### config.mk
export PLATFORM = sky130hd
export DESIGN_NAME = scc_top
export DESIGN_NICKNAME = d
export VERILOG_FILES = /design/src/scc_pkg.sv /design/src/scc_div.sv /design/src/scc_mon.sv /design/src/scc_top.sv
export SDC_FILE = /design/constraint.sdc
export NUM_CORES = 1
export LEC_CHECK = 0
export ABC_AREA = 1
export BUFFER_PORTS_ARGS = -buffer_cell sky130_fd_sc_hd__buf_2
export CORE_MARGIN = 2
export CORE_UTILIZATION = 55
export CTS_BUF_LIST = sky130_fd_sc_hd__clkbuf_8
export DETAILED_ROUTE_END_ITERATION = 10
export GPL_ROUTABILITY_DRIVEN = 0
export PLACE_DENSITY = 0.72
export SKIP_LAST_GASP = 1
export SYNTH_ARGS = -nofsm -noshare
export SYNTH_HDL_FRONTEND = slang
export SYNTH_SLANG_ARGS = --single-unit
export TNS_END_PERCENT = 20
### constraint.sdc
create_clock -name MCLK -period 6.7 [get_ports MCLK]
set_input_delay 0 -clock MCLK [delete_from_list [all_inputs] [get_ports MCLK]]
set_output_delay 0 -clock MCLK [all_outputs]
set_load 0.03 [all_outputs]
### src/scc_pkg.sv
// Constants and types shared by the system clock controller
package scc_pkg;

    // Timing
    localparam int CLK_MHZ = 50;
    localparam int FAIL_NS = 1000;
    localparam int FAIL_CYC = (FAIL_NS * CLK_MHZ) / 1000;
    localparam int MON_W = 6;
    localparam int LOCK_REF_TICKS = 64;
    localparam int LOCK_W = 7;
    localparam int CREDIT_W = 12;
    localparam logic [CREDIT_W-1:0] CREDIT_MAX = 12'hEFF;

    // Register offsets (byte addresses)
    localparam logic [7:0] ADDR_CTRL = 8'h00;
    localparam logic [7:0] ADDR_PLLCFG = 8'h04;
    localparam logic [7:0] ADDR_PRESC = 8'h08;
    localparam logic [7:0] ADDR_STATUS = 8'h0C;
    localparam logic [7:0] ADDR_IRQ_STAT = 8'h10;
    localparam logic [7:0] ADDR_IRQ_MASK = 8'h14;

    localparam logic [31:0] CTRL_WMASK = 32'h0000003F;
    localparam logic [31:0] PLLCFG_WMASK = 32'h00FFFFFF;
    localparam logic [31:0] PRESC_WMASK = 32'h00000777;
    localparam logic [31:0] CTRL_RST = 32'h00000000;
    localparam logic [31:0] PLLCFG_RST = 32'h00040404;
    localparam logic [31:0] PRESC_RST = 32'h00000000;

    // Interrupt status and mask bits
    localparam int IRQ_EXT_FAIL = 0;
    localparam int IRQ_PLL_FAIL = 1;
    localparam int IRQ_PLL_LOCK = 2;
    localparam int IRQ_W = 3;

    // Divider channels
    localparam int CH_AHB = 0;
    localparam int CH_APB1 = 1;
    localparam int CH_APB2 = 2;
    localparam int CH_TIM1 = 3;
    localparam int CH_TIM2 = 4;
    localparam int N_CH = 5;
    localparam int DIV_W = 3;
    localparam logic [DIV_W-1:0] TIM_FULL_CODE = 3'h2;

    localparam int PLL_MAIN = 0;
    localparam int PLL_AUDIO = 1;
    localparam int N_PLL = 2;

    typedef enum logic [1:0] {SRC_RC, SRC_EXT, SRC_PLL} scc_src_t;

    typedef struct packed {
        logic [25:0] rsvd;
        logic timer_prescaler_select;
        logic audio_pll_on;
        logic mon_en;
        logic sys_from_pll;
        logic pll_on;
        logic ext_sel;
    } scc_ctrl_t;

    typedef struct packed {
        logic [7:0] rsvd;
        logic [7:0] audio_div;
        logic [7:0] audio_mult;
        logic [7:0] main_mult;
    } scc_pllcfg_t;

    typedef struct packed {
        logic [20:0] rsvd;
        logic [DIV_W-1:0] apb2;
        logic pad2;
        logic [DIV_W-1:0] apb1;
        logic pad1;
        logic [DIV_W-1:0] ahb;
    } scc_presc_t;

    typedef struct packed {
        logic [25:0] rsvd;
        logic switching;
        logic audio_lock;
        logic pll_lock;
        logic ext_ok;
        scc_src_t active;
    } scc_status_t;

    typedef struct packed {
        logic timer_kernel_clock2;
        logic timer_kernel_clock1;
        logic apb2;
        logic apb1;
        logic ahb;
    } scc_ticks_t;

endpackage : scc_pkg

### src/scc_div.sv
// Power-of-two tick prescaler for one clock domain
`timescale 1ns/100ps

module scc_div
(
    input wire logic clk,
    input wire logic rst,
    input wire logic ce,
    input wire logic tick_in,
    input wire logic [scc_pkg::DIV_W-1:0] div_code,
    output logic tick_out
);
    import scc_pkg::*;

    localparam int CNT_W = 2 ** DIV_W - 1;

    logic [CNT_W-1:0] cnt_q;
    logic [CNT_W-1:0] mask;

    assign mask = CNT_W'((1 << div_code) - 1);

    // Output only ever pulses on an input tick, so no runt can appear
    always_ff @(posedge clk)
    begin
        if (rst)
        begin
            cnt_q <= '0;
            tick_out <= 1'b0;
        end
        else if (ce)
        begin
            tick_out <= tick_in && ((cnt_q & mask) == mask);
            if (tick_in)
                cnt_q <= cnt_q + CNT_W'(1);
        end
    end

endmodule : scc_div

### src/scc_mon.sv
// Activity monitor that flags a clock source gone silent
`timescale 1ns/100ps

module scc_mon
(
    input wire logic clk,
    input wire logic rst,
    input wire logic ce,
    input wire logic en,
    input wire logic tick,
    output logic ok,
    output logic fail
);
    import scc_pkg::*;

    logic [MON_W-1:0] cnt_q;

    // Reads ok while disabled so the source stays selectable
    always_ff @(posedge clk)
    begin
        if (rst)
        begin
            cnt_q <= '0;
            ok <= 1'b1;
            fail <= 1'b0;
        end
        else if (ce)
        begin
            fail <= 1'b0;
            if (!en)
            begin
                cnt_q <= '0;
                ok <= 1'b1;
            end
            else if (tick)
            begin
                cnt_q <= '0;
                ok <= 1'b1;
            end
            else if (cnt_q == MON_W'(FAIL_CYC - 1))
            begin
                fail <= ok;
                ok <= 1'b0;
            end
            else
                cnt_q <= cnt_q + MON_W'(1);
        end
    end

endmodule : scc_mon

### src/scc_top.sv
// System clock controller: source switch, PLLs, prescalers, APB regs
//
// Design decisions made here: register access over APB and the register offsets.
`timescale 1ns/100ps

// Function
// - Any reset selects the internal RC oscillator as system clock.
// - Software chooses the RC oscillator or the external source.
// - A failed external source makes the switch fall back to RC.
// - A source failure raises the interrupt only when its mask allows.
// - The selected oscillator is the main PLL reference, up to 100 MHz.
// - Loss of the PLL reference raises its own interrupt and unlocks.
// - Prescalers derive AHB, APB2 and APB1 clocks from system clock.
// - An audio PLL and divider make the audio serial master clock.
// - With the select bit set, timer clock is AHB or four times APB.
module scc_top
(
    input wire logic MCLK,
    input wire logic SRST,
    input wire logic CKEN,
    input wire logic PSEL,
    input wire logic PENABLE,
    input wire logic PWRITE,
    input wire logic [7:0] PADDR,
    input wire logic [31:0] PWDATA,
    output logic [31:0] PRDATA,
    output logic PREADY,
    output logic PSLVERR,
    input wire logic RC_OSC,
    input wire logic EXT_OSC,
    output logic IRQ,
    output logic SYS_TICK,
    output scc_pkg::scc_ticks_t DOM_TICK,
    output logic AUDIO_MCK
);
    import scc_pkg::*;

    typedef enum logic [1:0] {SW_RUN, SW_DRAIN, SW_WAIT} scc_sw_t;

    logic [2:0] rc_sync_q;
    logic [2:0] ext_sync_q;
    logic rc_tick;
    logic ext_tick;
    scc_ctrl_t ctrl_q;
    scc_pllcfg_t pllcfg_q;
    scc_presc_t presc_q;
    scc_status_t status;
    logic [IRQ_W-1:0] irq_stat_q;
    logic [IRQ_W-1:0] irq_stat_d;
    logic [IRQ_W-1:0] irq_mask_q;
    logic [IRQ_W-1:0] irq_ev;
    logic [IRQ_W-1:0] w1c;
    logic irq_q;
    logic pready_q;
    logic pslverr_q;
    logic [31:0] prdata_q;
    logic acc_first;
    logic wr_en;
    logic [31:0] rd_val;
    logic rd_err;
    logic ext_ok;
    logic ext_fail;
    logic ref_ok;
    logic ref_fail;
    logic ref_tick;
    logic [N_PLL-1:0] pll_on;
    logic [N_PLL-1:0] pll_tick;
    logic [N_PLL-1:0] pll_lock;
    logic [7:0] pll_mult [N_PLL];
    logic lock_prev_q;
    scc_sw_t sw_q;
    scc_src_t active_q;
    scc_src_t target_q;
    scc_src_t req_src;
    logic [2:0] src_tick;
    logic [2:0] src_ok;
    logic sys_tick_q;
    logic [N_CH-1:0] ch_in;
    logic [N_CH-1:0] ch_tick;
    logic [DIV_W-1:0] ch_code [N_CH];
    logic [7:0] mck_cnt_q;
    logic mck_q;

    function automatic logic [DIV_W-1:0] tim_code
    (
        input logic [DIV_W-1:0] apb,
        input logic sel
    );
        if (sel)
            return (apb <= TIM_FULL_CODE) ? '0 : apb - TIM_FULL_CODE;
        return (apb == '0) ? '0 : apb - DIV_W'(1);
    endfunction : tim_code

    // Oscillator pins are asynchronous to MCLK
    always_ff @(posedge MCLK)
    begin
        if (SRST)
        begin
            rc_sync_q <= '0;
            ext_sync_q <= '0;
        end
        else if (CKEN)
        begin
            rc_sync_q <= {rc_sync_q[1:0], RC_OSC};
            ext_sync_q <= {ext_sync_q[1:0], EXT_OSC};
        end
    end

    assign rc_tick = rc_sync_q[1] & ~rc_sync_q[2];
    assign ext_tick = ext_sync_q[1] & ~ext_sync_q[2];

    scc_mon u_ext_mon
    (
        .clk (MCLK),
        .rst (SRST),
        .ce (CKEN),
        .en (ctrl_q.mon_en && ctrl_q.ext_sel),
        .tick (ext_tick),
        .ok (ext_ok),
        .fail (ext_fail)
    );

    assign ref_tick = ctrl_q.ext_sel ? ext_tick : rc_tick;

    scc_mon u_ref_mon
    (
        .clk (MCLK),
        .rst (SRST),
        .ce (CKEN),
        .en (ctrl_q.mon_en && (ctrl_q.pll_on || ctrl_q.audio_pll_on)),
        .tick (ref_tick),
        .ok (ref_ok),
        .fail (ref_fail)
    );

    assign pll_on = {ctrl_q.audio_pll_on, ctrl_q.pll_on};
    assign pll_mult[PLL_MAIN] = pllcfg_q.main_mult;
    assign pll_mult[PLL_AUDIO] = pllcfg_q.audio_mult;

    // Rate multiplier: each reference tick buys mult output ticks while credit is at most CREDIT_MAX
    for (genvar p = 0; p < N_PLL; p++)
    begin : g_pll
        logic [CREDIT_W-1:0] credit_q;
        logic [CREDIT_W-1:0] add;
        logic [LOCK_W-1:0] lock_cnt_q;
        logic tick_q;
        logic lock_q;

        assign add = (ref_tick && credit_q <= CREDIT_MAX)
            ? CREDIT_W'(pll_mult[p]) : '0;

        always_ff @(posedge MCLK)
        begin
            if (SRST)
            begin
                credit_q <= '0;
                tick_q <= 1'b0;
            end
            else if (CKEN)
            begin
                if (!pll_on[p])
                begin
                    credit_q <= '0;
                    tick_q <= 1'b0;
                end
                else
                begin
                    tick_q <= (credit_q != '0);
                    credit_q <= credit_q + add
                        - CREDIT_W'(credit_q != '0);
                end
            end
        end

        always_ff @(posedge MCLK)
        begin
            if (SRST)
            begin
                lock_cnt_q <= '0;
                lock_q <= 1'b0;
            end
            else if (CKEN)
            begin
                if (!pll_on[p] || ref_fail)
                begin
                    lock_cnt_q <= '0;
                    lock_q <= 1'b0;
                end
                else if (ref_tick && !lock_q)
                begin
                    lock_cnt_q <= lock_cnt_q + LOCK_W'(1);
                    lock_q <= (lock_cnt_q == LOCK_W'(LOCK_REF_TICKS - 1));
                end
            end
        end

        assign pll_tick[p] = tick_q;
        assign pll_lock[p] = lock_q;
    end

    assign src_tick = {pll_tick[PLL_MAIN], ext_tick, rc_tick};
    assign src_ok = {pll_lock[PLL_MAIN] & ref_ok, ext_ok, 1'b1};

    // A failed source drops out of the request at once
    always_comb
    begin
        if (ctrl_q.sys_from_pll && pll_lock[PLL_MAIN] && ref_ok)
            req_src = SRC_PLL;
        else if (ctrl_q.ext_sel && ext_ok)
            req_src = SRC_EXT;
        else
            req_src = SRC_RC;
    end

    // Switch only between ticks of old and new source, never mid-pulse
    always_ff @(posedge MCLK)
    begin
        if (SRST)
        begin
            sw_q <= SW_RUN;
            active_q <= SRC_RC;
            target_q <= SRC_RC;
        end
        else if (CKEN)
        begin
            case (sw_q)
                SW_RUN:
                begin
                    if (req_src != active_q)
                    begin
                        target_q <= req_src;
                        // Dead source gives no tick to wait for
                        if (src_ok[active_q])
                            sw_q <= SW_DRAIN;
                        else
                            sw_q <= SW_WAIT;
                    end
                end
                SW_DRAIN:
                begin
                    if (src_tick[active_q] || !src_ok[active_q])
                        sw_q <= SW_WAIT;
                end
                SW_WAIT:
                begin
                    if (req_src != target_q)
                        target_q <= req_src;
                    else if (src_tick[target_q])
                    begin
                        active_q <= target_q;
                        sw_q <= SW_RUN;
                    end
                end
                default:
                    sw_q <= SW_RUN;
            endcase
        end
    end

    always_ff @(posedge MCLK)
    begin
        if (SRST)
            sys_tick_q <= 1'b0;
        else if (CKEN)
            sys_tick_q <= (sw_q != SW_WAIT) && src_tick[active_q];
    end

    assign ch_in = {{(N_CH - 1){ch_tick[CH_AHB]}}, sys_tick_q};

    always_comb
    begin
        ch_code[CH_AHB] = presc_q.ahb;
        ch_code[CH_APB1] = presc_q.apb1;
        ch_code[CH_APB2] = presc_q.apb2;
        ch_code[CH_TIM1] = tim_code(presc_q.apb1,
            ctrl_q.timer_prescaler_select);
        ch_code[CH_TIM2] = tim_code(presc_q.apb2,
            ctrl_q.timer_prescaler_select);
    end

    for (genvar c = 0; c < N_CH; c++)
    begin : g_div
        scc_div u_div
        (
            .clk (MCLK),
            .rst (SRST),
            .ce (CKEN),
            .tick_in (ch_in[c]),
            .div_code (ch_code[c]),
            .tick_out (ch_tick[c])
        );
    end

    // Audio master clock: toggles every audio_div+1 audio PLL ticks
    always_ff @(posedge MCLK)
    begin
        if (SRST)
        begin
            mck_cnt_q <= '0;
            mck_q <= 1'b0;
        end
        else if (CKEN && pll_tick[PLL_AUDIO])
        begin
            if (mck_cnt_q >= pllcfg_q.audio_div)
            begin
                mck_cnt_q <= '0;
                mck_q <= ~mck_q;
            end
            else
                mck_cnt_q <= mck_cnt_q + 8'h01;
        end
    end

    assign acc_first = PSEL && PENABLE && !pready_q;
    assign wr_en = PSEL && PENABLE && pready_q && PWRITE;

    assign status = '{rsvd: '0, switching: (sw_q != SW_RUN),
        audio_lock: pll_lock[PLL_AUDIO], pll_lock: pll_lock[PLL_MAIN],
        ext_ok: ext_ok, active: active_q};

    always_comb
    begin
        rd_err = 1'b0;
        case (PADDR)
            ADDR_CTRL: rd_val = ctrl_q;
            ADDR_PLLCFG: rd_val = pllcfg_q;
            ADDR_PRESC: rd_val = presc_q;
            ADDR_STATUS: rd_val = status;
            ADDR_IRQ_STAT: rd_val = 32'(irq_stat_q);
            ADDR_IRQ_MASK: rd_val = 32'(irq_mask_q);
            default:
            begin
                rd_val = '0;
                rd_err = 1'b1;
            end
        endcase
    end

    // One wait state: answer data is registered for timing
    always_ff @(posedge MCLK)
    begin
        if (SRST)
        begin
            pready_q <= 1'b0;
            pslverr_q <= 1'b0;
            prdata_q <= '0;
        end
        else if (CKEN)
        begin
            pready_q <= acc_first;
            pslverr_q <= acc_first && rd_err;
            if (acc_first)
                prdata_q <= PWRITE ? '0 : rd_val;
        end
    end

    always_ff @(posedge MCLK)
    begin
        if (SRST)
        begin
            ctrl_q <= scc_ctrl_t'(CTRL_RST);
            pllcfg_q <= scc_pllcfg_t'(PLLCFG_RST);
            presc_q <= scc_presc_t'(PRESC_RST);
            irq_mask_q <= '0;
        end
        else if (CKEN && wr_en)
        begin
            case (PADDR)
                ADDR_CTRL: ctrl_q <= scc_ctrl_t'(PWDATA & CTRL_WMASK);
                ADDR_PLLCFG:
                    pllcfg_q <= scc_pllcfg_t'(PWDATA & PLLCFG_WMASK);
                ADDR_PRESC: presc_q <= scc_presc_t'(PWDATA & PRESC_WMASK);
                ADDR_IRQ_MASK: irq_mask_q <= PWDATA[IRQ_W-1:0];
                default:
                    irq_mask_q <= irq_mask_q;
            endcase
        end
    end

    assign irq_ev[IRQ_EXT_FAIL] = ext_fail;
    assign irq_ev[IRQ_PLL_FAIL] = ref_fail;
    assign irq_ev[IRQ_PLL_LOCK] = pll_lock[PLL_MAIN] && !lock_prev_q;
    assign w1c = (wr_en && PADDR == ADDR_IRQ_STAT)
        ? PWDATA[IRQ_W-1:0] : '0;
    // An event in the clearing cycle survives the clear
    assign irq_stat_d = (irq_stat_q & ~w1c) | irq_ev;

    always_ff @(posedge MCLK)
    begin
        if (SRST)
        begin
            irq_stat_q <= '0;
            lock_prev_q <= 1'b0;
            irq_q <= 1'b0;
        end
        else if (CKEN)
        begin
            irq_stat_q <= irq_stat_d;
            lock_prev_q <= pll_lock[PLL_MAIN];
            irq_q <= |(irq_stat_d & irq_mask_q);
        end
    end

    assign PRDATA = prdata_q;
    assign PREADY = pready_q;
    assign PSLVERR = pslverr_q;
    assign IRQ = irq_q;
    assign SYS_TICK = sys_tick_q;
    assign DOM_TICK = scc_ticks_t'(ch_tick);
    assign AUDIO_MCK = mck_q;

endmodule : scc_top
==> flow_metrics.env, run 1 <==
export IMPL_status="completed"
export IMPL_skew_ns=0.0201
export IMPL_clkLatencyLatePin_ns=0.48
export IMPL_clkTransAtPathRegs_ns=0.11
export IMPL_dr_pass1_iters=6
export IMPL_vias_per_cell=5.30
export IMPL_fin_tns_setup_ns=0
export IMPL_multi_input_area_mm2=0.00585
export IMPL_fp_row_count=51
export IMPL_period_needed_ns=3.67
export IMPL_tightestPinTransition_ns=0.888
export IMPL_n_fill_cell=1818
export IMPL_synth_main_ff_cell="dfxtp_1"
export IMPL_slew_violations=0
export IMPL_setup_viol=0
export IMPL_reg2reg_slack_ns=3.03
export IMPL_worstPathRequired_ns=7.10
export IMPL_drt_initial_drc_count=877
export IMPL_critical_path_startpoint_type="flop"
export IMPL_synthMuxAreaShare=0
export IMPL_fin_crit_sh=0.547
export IMPL_dieHeight_um=145
export IMPL_crit_fanout=8
export IMPL_async_reset_ff_frac=0
export IMPL_yosys_warnings=0
export IMPL_die_area_mm2=0.0210
export IMPL_synth_xor_area_frac=0.0104
export IMPL_grt_overflow=0
export IMPL_synth_compound_area_frac=0.178
export IMPL_drive_above_1_share=0.0911
export IMPL_wirelength_mm=26.9
export IMPL_syn_area_mm2=0.0109
export IMPL_grt_pass1_vias=9326
export IMPL_clkSinkCount=193
export IMPL_yosysSeqAreaShare=0.354
export IMPL_synth_simple_area_share=0.255
export IMPL_max_slew_margin=0.407
export IMPL_via_count=10198
export IMPL_place_area_mm2=0.0113
export IMPL_grt_pass1_wl_mm=43.9
export IMPL_drc=0
export IMPL_die_width_um=145
export IMPL_synth_area_leaders="dfxtp_1, nand2_1, ha_1, inv_1, a21oi_1"
export IMPL_synth_top_family_by_area="simple AND/OR/NAND/NOR gates"
export IMPL_seq_area_mm2=0.00386
export IMPL_io_pins=90
export IMPL_areaGrowthSynthToFinish_pct=9.98
export IMPL_rsz0062_at_grt="no"
export IMPL_start_util=0.561
export IMPL_hold_path_class="primary input to flop"
export IMPL_cap_violations=0
export IMPL_cts_max_level=4
export IMPL_core_area_mm2=0.0195
export IMPL_cts_buffers=17
export IMPL_ys_ff_latch=193
export IMPL_synth_cells=1571
export IMPL_antenna_found_initial=1
export IMPL_root_buffer="clkbuf_8"
export IMPL_synth_cell_types=54
export IMPL_io_buffers=73
export IMPL_final_nets=1770
export IMPL_power_density_mw_per_mm2=171
export IMPL_cp_data_arrival_time_ns=4.07
export IMPL_power_total_mw=2.05
export IMPL_detail_route_wl_per_cell_um=14.0
export IMPL_leakage_nw=5.16
export IMPL_hpwlAfterDp_mm=19.2
export IMPL_max_vdd_ir_drop_mv=0.124
export IMPL_synth_edf_count=0
export IMPL_grt_use_total=0.261
export IMPL_syn_area_per_cell_um2=6.95
export IMPL_synth_area_leader_cell="dfxtp_1"
export IMPL_path_class="flop to flop"
export IMPL_fmax_mhz=273
export IMPL_netlist_area_leader_share=0.354
export IMPL_tritoncts="done"
export IMPL_clock_path_buffers=2
export IMPL_endpoint_kind="flop"
export IMPL_finalHoldViolCount=0
export IMPL_synth_fa_ha_area_frac=0.0897
export IMPL_grt_max_degree=83
export IMPL_cts_resized=0
export IMPL_drtAntennaViolNets=0
export IMPL_stdcell_area_mm2=0.0120
synthesized netlist by cell type (3+ instances only):
| cell | instances |
|---|---|
| nand3_2 | 3 |
| nor2_2 | 6 |
| dfxtp_1 | 193 |
| nand3_1 | 88 |
| o211ai_1 | 12 |
| a21oi_1 | 164 |
| a221oi_1 | 3 |
| o21ai_1 | 6 |
| o21bai_1 | 4 |
| o21ai_0 | 125 |
| ha_1 | 75 |
| inv_1 | 227 |
| nand2_2 | 6 |
| xor2_1 | 11 |
| buf_2 | 11 |
| a31oi_1 | 7 |
| buf_4 | 20 |
| nor4_1 | 4 |
| nand2_1 | 302 |
| nor3_1 | 31 |
| inv_2 | 12 |
| o21a_1 | 3 |
| nand4_1 | 27 |
| nor2_1 | 142 |
| nor3b_1 | 6 |
| nand3b_1 | 7 |
| clkbuf_1 | 22 |
| o22ai_1 | 4 |
| nor2_4 | 4 |
| a211oi_1 | 11 |
critical path, cell delays in order, from the launching register on:
cell and delay [ns]:
dfxtp_1 0.36, inv_1 0.07, nor4_1 0.42, nand4_1 0.16, a31oi_1 0.67, nand2_1 0.14
ha_1 0.32, inv_1 0.04, ha_1 0.20, fa_1 0.44, nand3_1 0.09, nand3_1 0.13
nand3_1 0.10, nand2_1 0.08, a21oi_1 0.11, o21ai_0 0.12, a21oi_1 0.13
per-stage QoR:
stage	hold slack (ns)	setup slack [ns]	std cells	util
after floorplan	0.128	3.85	1578	-
after global placement	0.227	3.18	1863	0.583
after detailed placement	0.231	3.07	1863	0.583
after CTS	0.0917	3.04	1923	0.616
after global routing	0.125	2.65	1924	0.617
final	0.100	3.03	1924	0.617
timing repair:
action                                 CTS  global route
buffers inserted                         0             0
hold buffers                            28             0
endpoints found under the hold margin   69             0
final timing paths:
| path | startpoint | endpoint | depth (start not counted) |
|---|---|---|---|
| max reg2reg | g_pll[1].credit_q[2]$_SDFFE_PP0P_ | g_pll[1].credit_q[8]$_SDFFE_PP0P_ | 16 |
| min reg2reg | AUDIO_MCK$_SDFFE_PP0P_ | AUDIO_MCK$_SDFFE_PP0P_ | 1 |
| max | g_pll[1].credit_q[2]$_SDFFE_PP0P_ | g_pll[1].credit_q[8]$_SDFFE_PP0P_ | 16 |
| min | CKEN | ext_sync_q[2]$_SDFFE_PP0P_ | 3 |
where the power goes:
group / switching, mW / total, mW / internal, mW
Combinational: 0.0990 / 0.148 / 0.0485
Clock: 0.443 / 0.744 / 0.300
Sequential: 0.00711 / 1.16 / 1.16
cell type report:
cell class	instances	area share
repair buffers	105	0.0565
flip-flops and latches	193	0.322
diodes	1	0.000209
clock buffers	17	0.0195
clock inverters	15	0.0112
well taps	265	0.0276
inverters	241	0.0754
multi-input cells	1087	0.488
sequential cells by signal (all words and copies together) (netlist names), 6 cells and up:
signal and cells:
g_div.u_div.cnt_q 35, pllcfg_q 8, g_pll.lock_cnt_q 14, pll_mult 16, u_ext_mon.cnt_q 6, g_pll.credit_q 24, ch_code 9, mck_cnt_q 8
u_ref_mon.cnt_q 6, PRDATA 24, ctrl_q 6
routing by layer:
layer	up-vias	part of all wire	global-route usage	wire length (um)
met5	-	0	0	0
met4	0	0.019	0.0761	524
met3	39	0.053	0.0428	1420
met2	262	0.44	0.424	11900
met1	4603	0.48	0.359	13000
li1	5294	-	-	-
logic make-up after synthesis:
family | Yosys count
AND/OR/NAND/NOR | 634
AO/OA/AOI/OAI | 355
buffers and inverters | 298
flip-flops | 193
adder cells (fa/ha/maj) | 77
XOR/XNOR | 13
other | 1
placed cells by master, fill, tap and decap left out, types with 6 or more instances in the layout:
master and instances:
clkbuf_8 17, nand2_2 6, nand2_1 302, dlygate4sd3_1 28, xor2_1 11, nor3_1 31, buf_2 72, ha_1 75
conb_1 8, o21ai_1 6, dfxtp_1 193, o211ai_1 12, inv_2 13, nor3b_1 6, nor2_1 142, nand3b_1 7
a21oi_1 164, inv_1 228, a31oi_1 7, nor2_2 6, nand4_1 27, a211oi_1 11, nand3_1 88, o21ai_0 125
Note: power is estimated with default switching activity, not from simulation.
==> inputs of run 2 (changes only) <==
--- a/config.mk
+++ b/config.mk
@@ -12,7 +12,7 @@
 export CTS_BUF_LIST = sky130_fd_sc_hd__clkbuf_8
 export DETAILED_ROUTE_END_ITERATION = 10
 export GPL_ROUTABILITY_DRIVEN = 0
-export PLACE_DENSITY = 0.72
+export PLACE_DENSITY = 0.75
 export SKIP_LAST_GASP = 1
 export SYNTH_ARGS = -nofsm -noshare
 export SYNTH_HDL_FRONTEND = slang
==> constraint.sdc (replaced) <==
create_clock -name MCLK -period 3 [get_ports MCLK]
set_input_delay 0 -clock MCLK [delete_from_list [all_inputs] [get_ports MCLK]]
set_output_delay 0 -clock MCLK [all_outputs]
set_load 0.03 [all_outputs]
==> flow_metrics.env, run 2 (same netlist as run 1, synthesis figures left out) <==
export IMPL_power_density_mw_per_mm2=370
export IMPL_largest_reg_flops=35
export IMPL_power_total_mw=4.59
export IMPL_rsz0062_at_grt="yes"
export IMPL_seq_area_mm2=0.00387
export IMPL_skew_ns=0.0203
export IMPL_setup_viol=0
export IMPL_clkTransAtPathRegs_ns=0.11
export IMPL_seq_power_share=0.565
export IMPL_grt_use_total=0.269
export IMPL_leakage_nw=5.36
export IMPL_drive_above_1_share=0.125
export IMPL_n_antenna_cell=0
export IMPL_intPower_mw=3.39
export IMPL_areaGrowthSynthToFinish_pct=13.8
export IMPL_dp_cells=1880
export IMPL_max_slew_margin=0.513
export IMPL_cts_max_level=4
export IMPL_fmax_mhz=338
export IMPL_crit_fanout=5
export IMPL_core_area_mm2=0.0195
export IMPL_drt_initial_drc_count=779
export IMPL_final_core_util=0.638
export IMPL_power_switching_mw=1.20
export IMPL_hpwlAfterDp_mm=20.0
export IMPL_fin_crit_sh=0.986
export IMPL_slew_violations=0
export IMPL_worst_slack_ns=0.0409
export IMPL_period_needed_ns=2.96
export IMPL_rr_worst_depth=17
export IMPL_start_util=0.561
export IMPL_n_fill_cell=1758
export IMPL_min_to="ch_code[8]$_SDFFE_PP0P_"
export IMPL_wirelength_mm=27.9
export IMPL_clkLatencyLatePin_ns=0.49
export IMPL_via_count=10533
export IMPL_clkSinkCount=193
export IMPL_dr_pass1_iters=6
export IMPL_cap_violations=0
export IMPL_fin_cells=1953
export IMPL_critical_path_startpoint_type="flop"
export IMPL_final_cell_mix="nand2_1, inv_1, dfxtp_1"
export IMPL_finalHoldViolCount=0
export IMPL_io_pins=90
export IMPL_io_buffers=73
export IMPL_multi_input_area_mm2=0.00600
export IMPL_endpoint_kind="flop"
export IMPL_final_nets=1800
export IMPL_place_area_mm2=0.0115
export IMPL_rr_startpoint="g_pll[1].credit_q[5]$_SDFFE_PP0P_"
export IMPL_dieHeight_um=145
export IMPL_die_area_mm2=0.0210
export IMPL_drtAntennaViolNets=0
export IMPL_hold_depth=5
export IMPL_path_class="flop to flop"
export IMPL_largest_register="g_div.u_div.cnt_q"
export IMPL_min_from="PADDR[2]"
export IMPL_max_vdd_ir_drop_mv=0.294
export IMPL_status="completed"
export IMPL_stdcell_area_mm2=0.0124
export IMPL_reg2reg_slack_ns=0.04
export IMPL_final_common_cell="nand2_1"
export IMPL_grt_overflow=0
export IMPL_worstPathRequired_ns=3.33
export IMPL_vias_per_cell=5.39
export IMPL_hold_path_class="primary input to flop"
export IMPL_cp_data_arrival_time_ns=3.29
export IMPL_clock_path_buffers=2
export IMPL_fin_tns_setup_ns=0
export IMPL_drc=0
export IMPL_tritoncts="done"
export IMPL_grt_pass1_vias=9606
export IMPL_antenna_found_initial=0
export IMPL_die_width_um=145
export IMPL_fp_row_count=51
export IMPL_grt_max_degree=72
export IMPL_pre_cts_ws_ns=0.00352
export IMPL_grt_pass1_wl_mm=45.3
export IMPL_switching_share=0.262
export IMPL_tightestPinTransition_ns=0.729
export IMPL_p_comb_frac=0.079
export IMPL_cts_buffers=17
export IMPL_root_buffer="clkbuf_8"
export IMPL_fin_hold_ws_ns=0.114
export IMPL_clock_power_share=0.356
export IMPL_detail_route_wl_per_cell_um=14.3
export IMPL_r2r_end="g_pll[1].credit_q[9]$_SDFFE_PP0P_"
==> run 2: cell count changes in the layout (fill, tap and decap cells not counted), sizes merged <==
cell	before	now
clkinv	8	5
inv	247	248
clkinvlp	0	1
clkbuf	17	18
dlygate4sd3	28	35
diode	1	0
buf	77	100
==> run 2: routing by layer <==
| layer | wire length (um) | global-route usage |
|---|---|---|
| met4 | 684 | 0.0823 |
| met2 | 13000 | 0.453 |
| met5 | 0 | 0 |
| met3 | 1630 | 0.0500 |
| met1 | 12600 | 0.351 |
==> run 2: cell type report <==
cell class                 count  share of cell area
sequential                   193               0.312
multi-input combinational   1087               0.483
clock buffer                  18              0.0200
tap                          265              0.0267
inverter                     241              0.0729
timing repair buffer         135              0.0758
clock inverter                14             0.00947
==> run 2: what timing repair did <==
item                                   in CTS  in global routing
endpoints found under the hold margin      74                  0
hold buffers                               35                  0
buffers inserted                            0                  6
gates resized for setup                     1                 47
pin swaps                                   0                 18
setup endpoints to repair                   3                 16
==> run 2: worst max-delay path by stage <==
stage                     slack, ns                           endpoint                               from  cells past startpoint
after floorplan                0.15  g_pll[1].credit_q[6]$_SDFFE_PP0P_  g_pll[1].credit_q[8]$_SDFFE_PP0P_                     18
after global placement         0.07  g_pll[1].credit_q[6]$_SDFFE_PP0P_  g_pll[1].credit_q[3]$_SDFFE_PP0P_                     17
after detailed placement      0.004  g_pll[1].credit_q[6]$_SDFFE_PP0P_  g_pll[1].credit_q[3]$_SDFFE_PP0P_                     17
after CTS                      0.02  g_pll[1].credit_q[6]$_SDFFE_PP0P_  g_pll[1].credit_q[3]$_SDFFE_PP0P_                     17
after global routing          -0.10  g_pll[1].credit_q[9]$_SDFFE_PP0P_  g_pll[1].credit_q[4]$_SDFFE_PP0P_                     19
final                          0.04  g_pll[1].credit_q[9]$_SDFFE_PP0P_  g_pll[1].credit_q[5]$_SDFFE_PP0P_                     17
==> run 2: critical path: stages, from the launching register on <==
cell and delay [ns]:
dfxtp_2 0.36, inv_2 0.05, nor4_4 0.29, nand4_1 0.13, a31oi_1 0.18, buf_4 0.17, buf_6 0.12, nand2_2 0.05
ha_1 0.29, inv_2 0.04, ha_4 0.28, nand2_2 0.05, o211ai_1 0.40, nand2_1 0.13, nand2_1 0.09, nand2_1 0.05
nand3_1 0.06, a21oi_1 0.07
==> run 2: power groups by stage <==
stage	Sequential, mW	Clock [mW]	Combinational, mW
floorplan	2.65	0	0.214
global placement	2.65	0	0.301
detailed placement	2.65	0	0.308
CTS	2.59	1.66	0.340
global route	2.60	1.76	0.404
finish	2.59	1.64	0.363
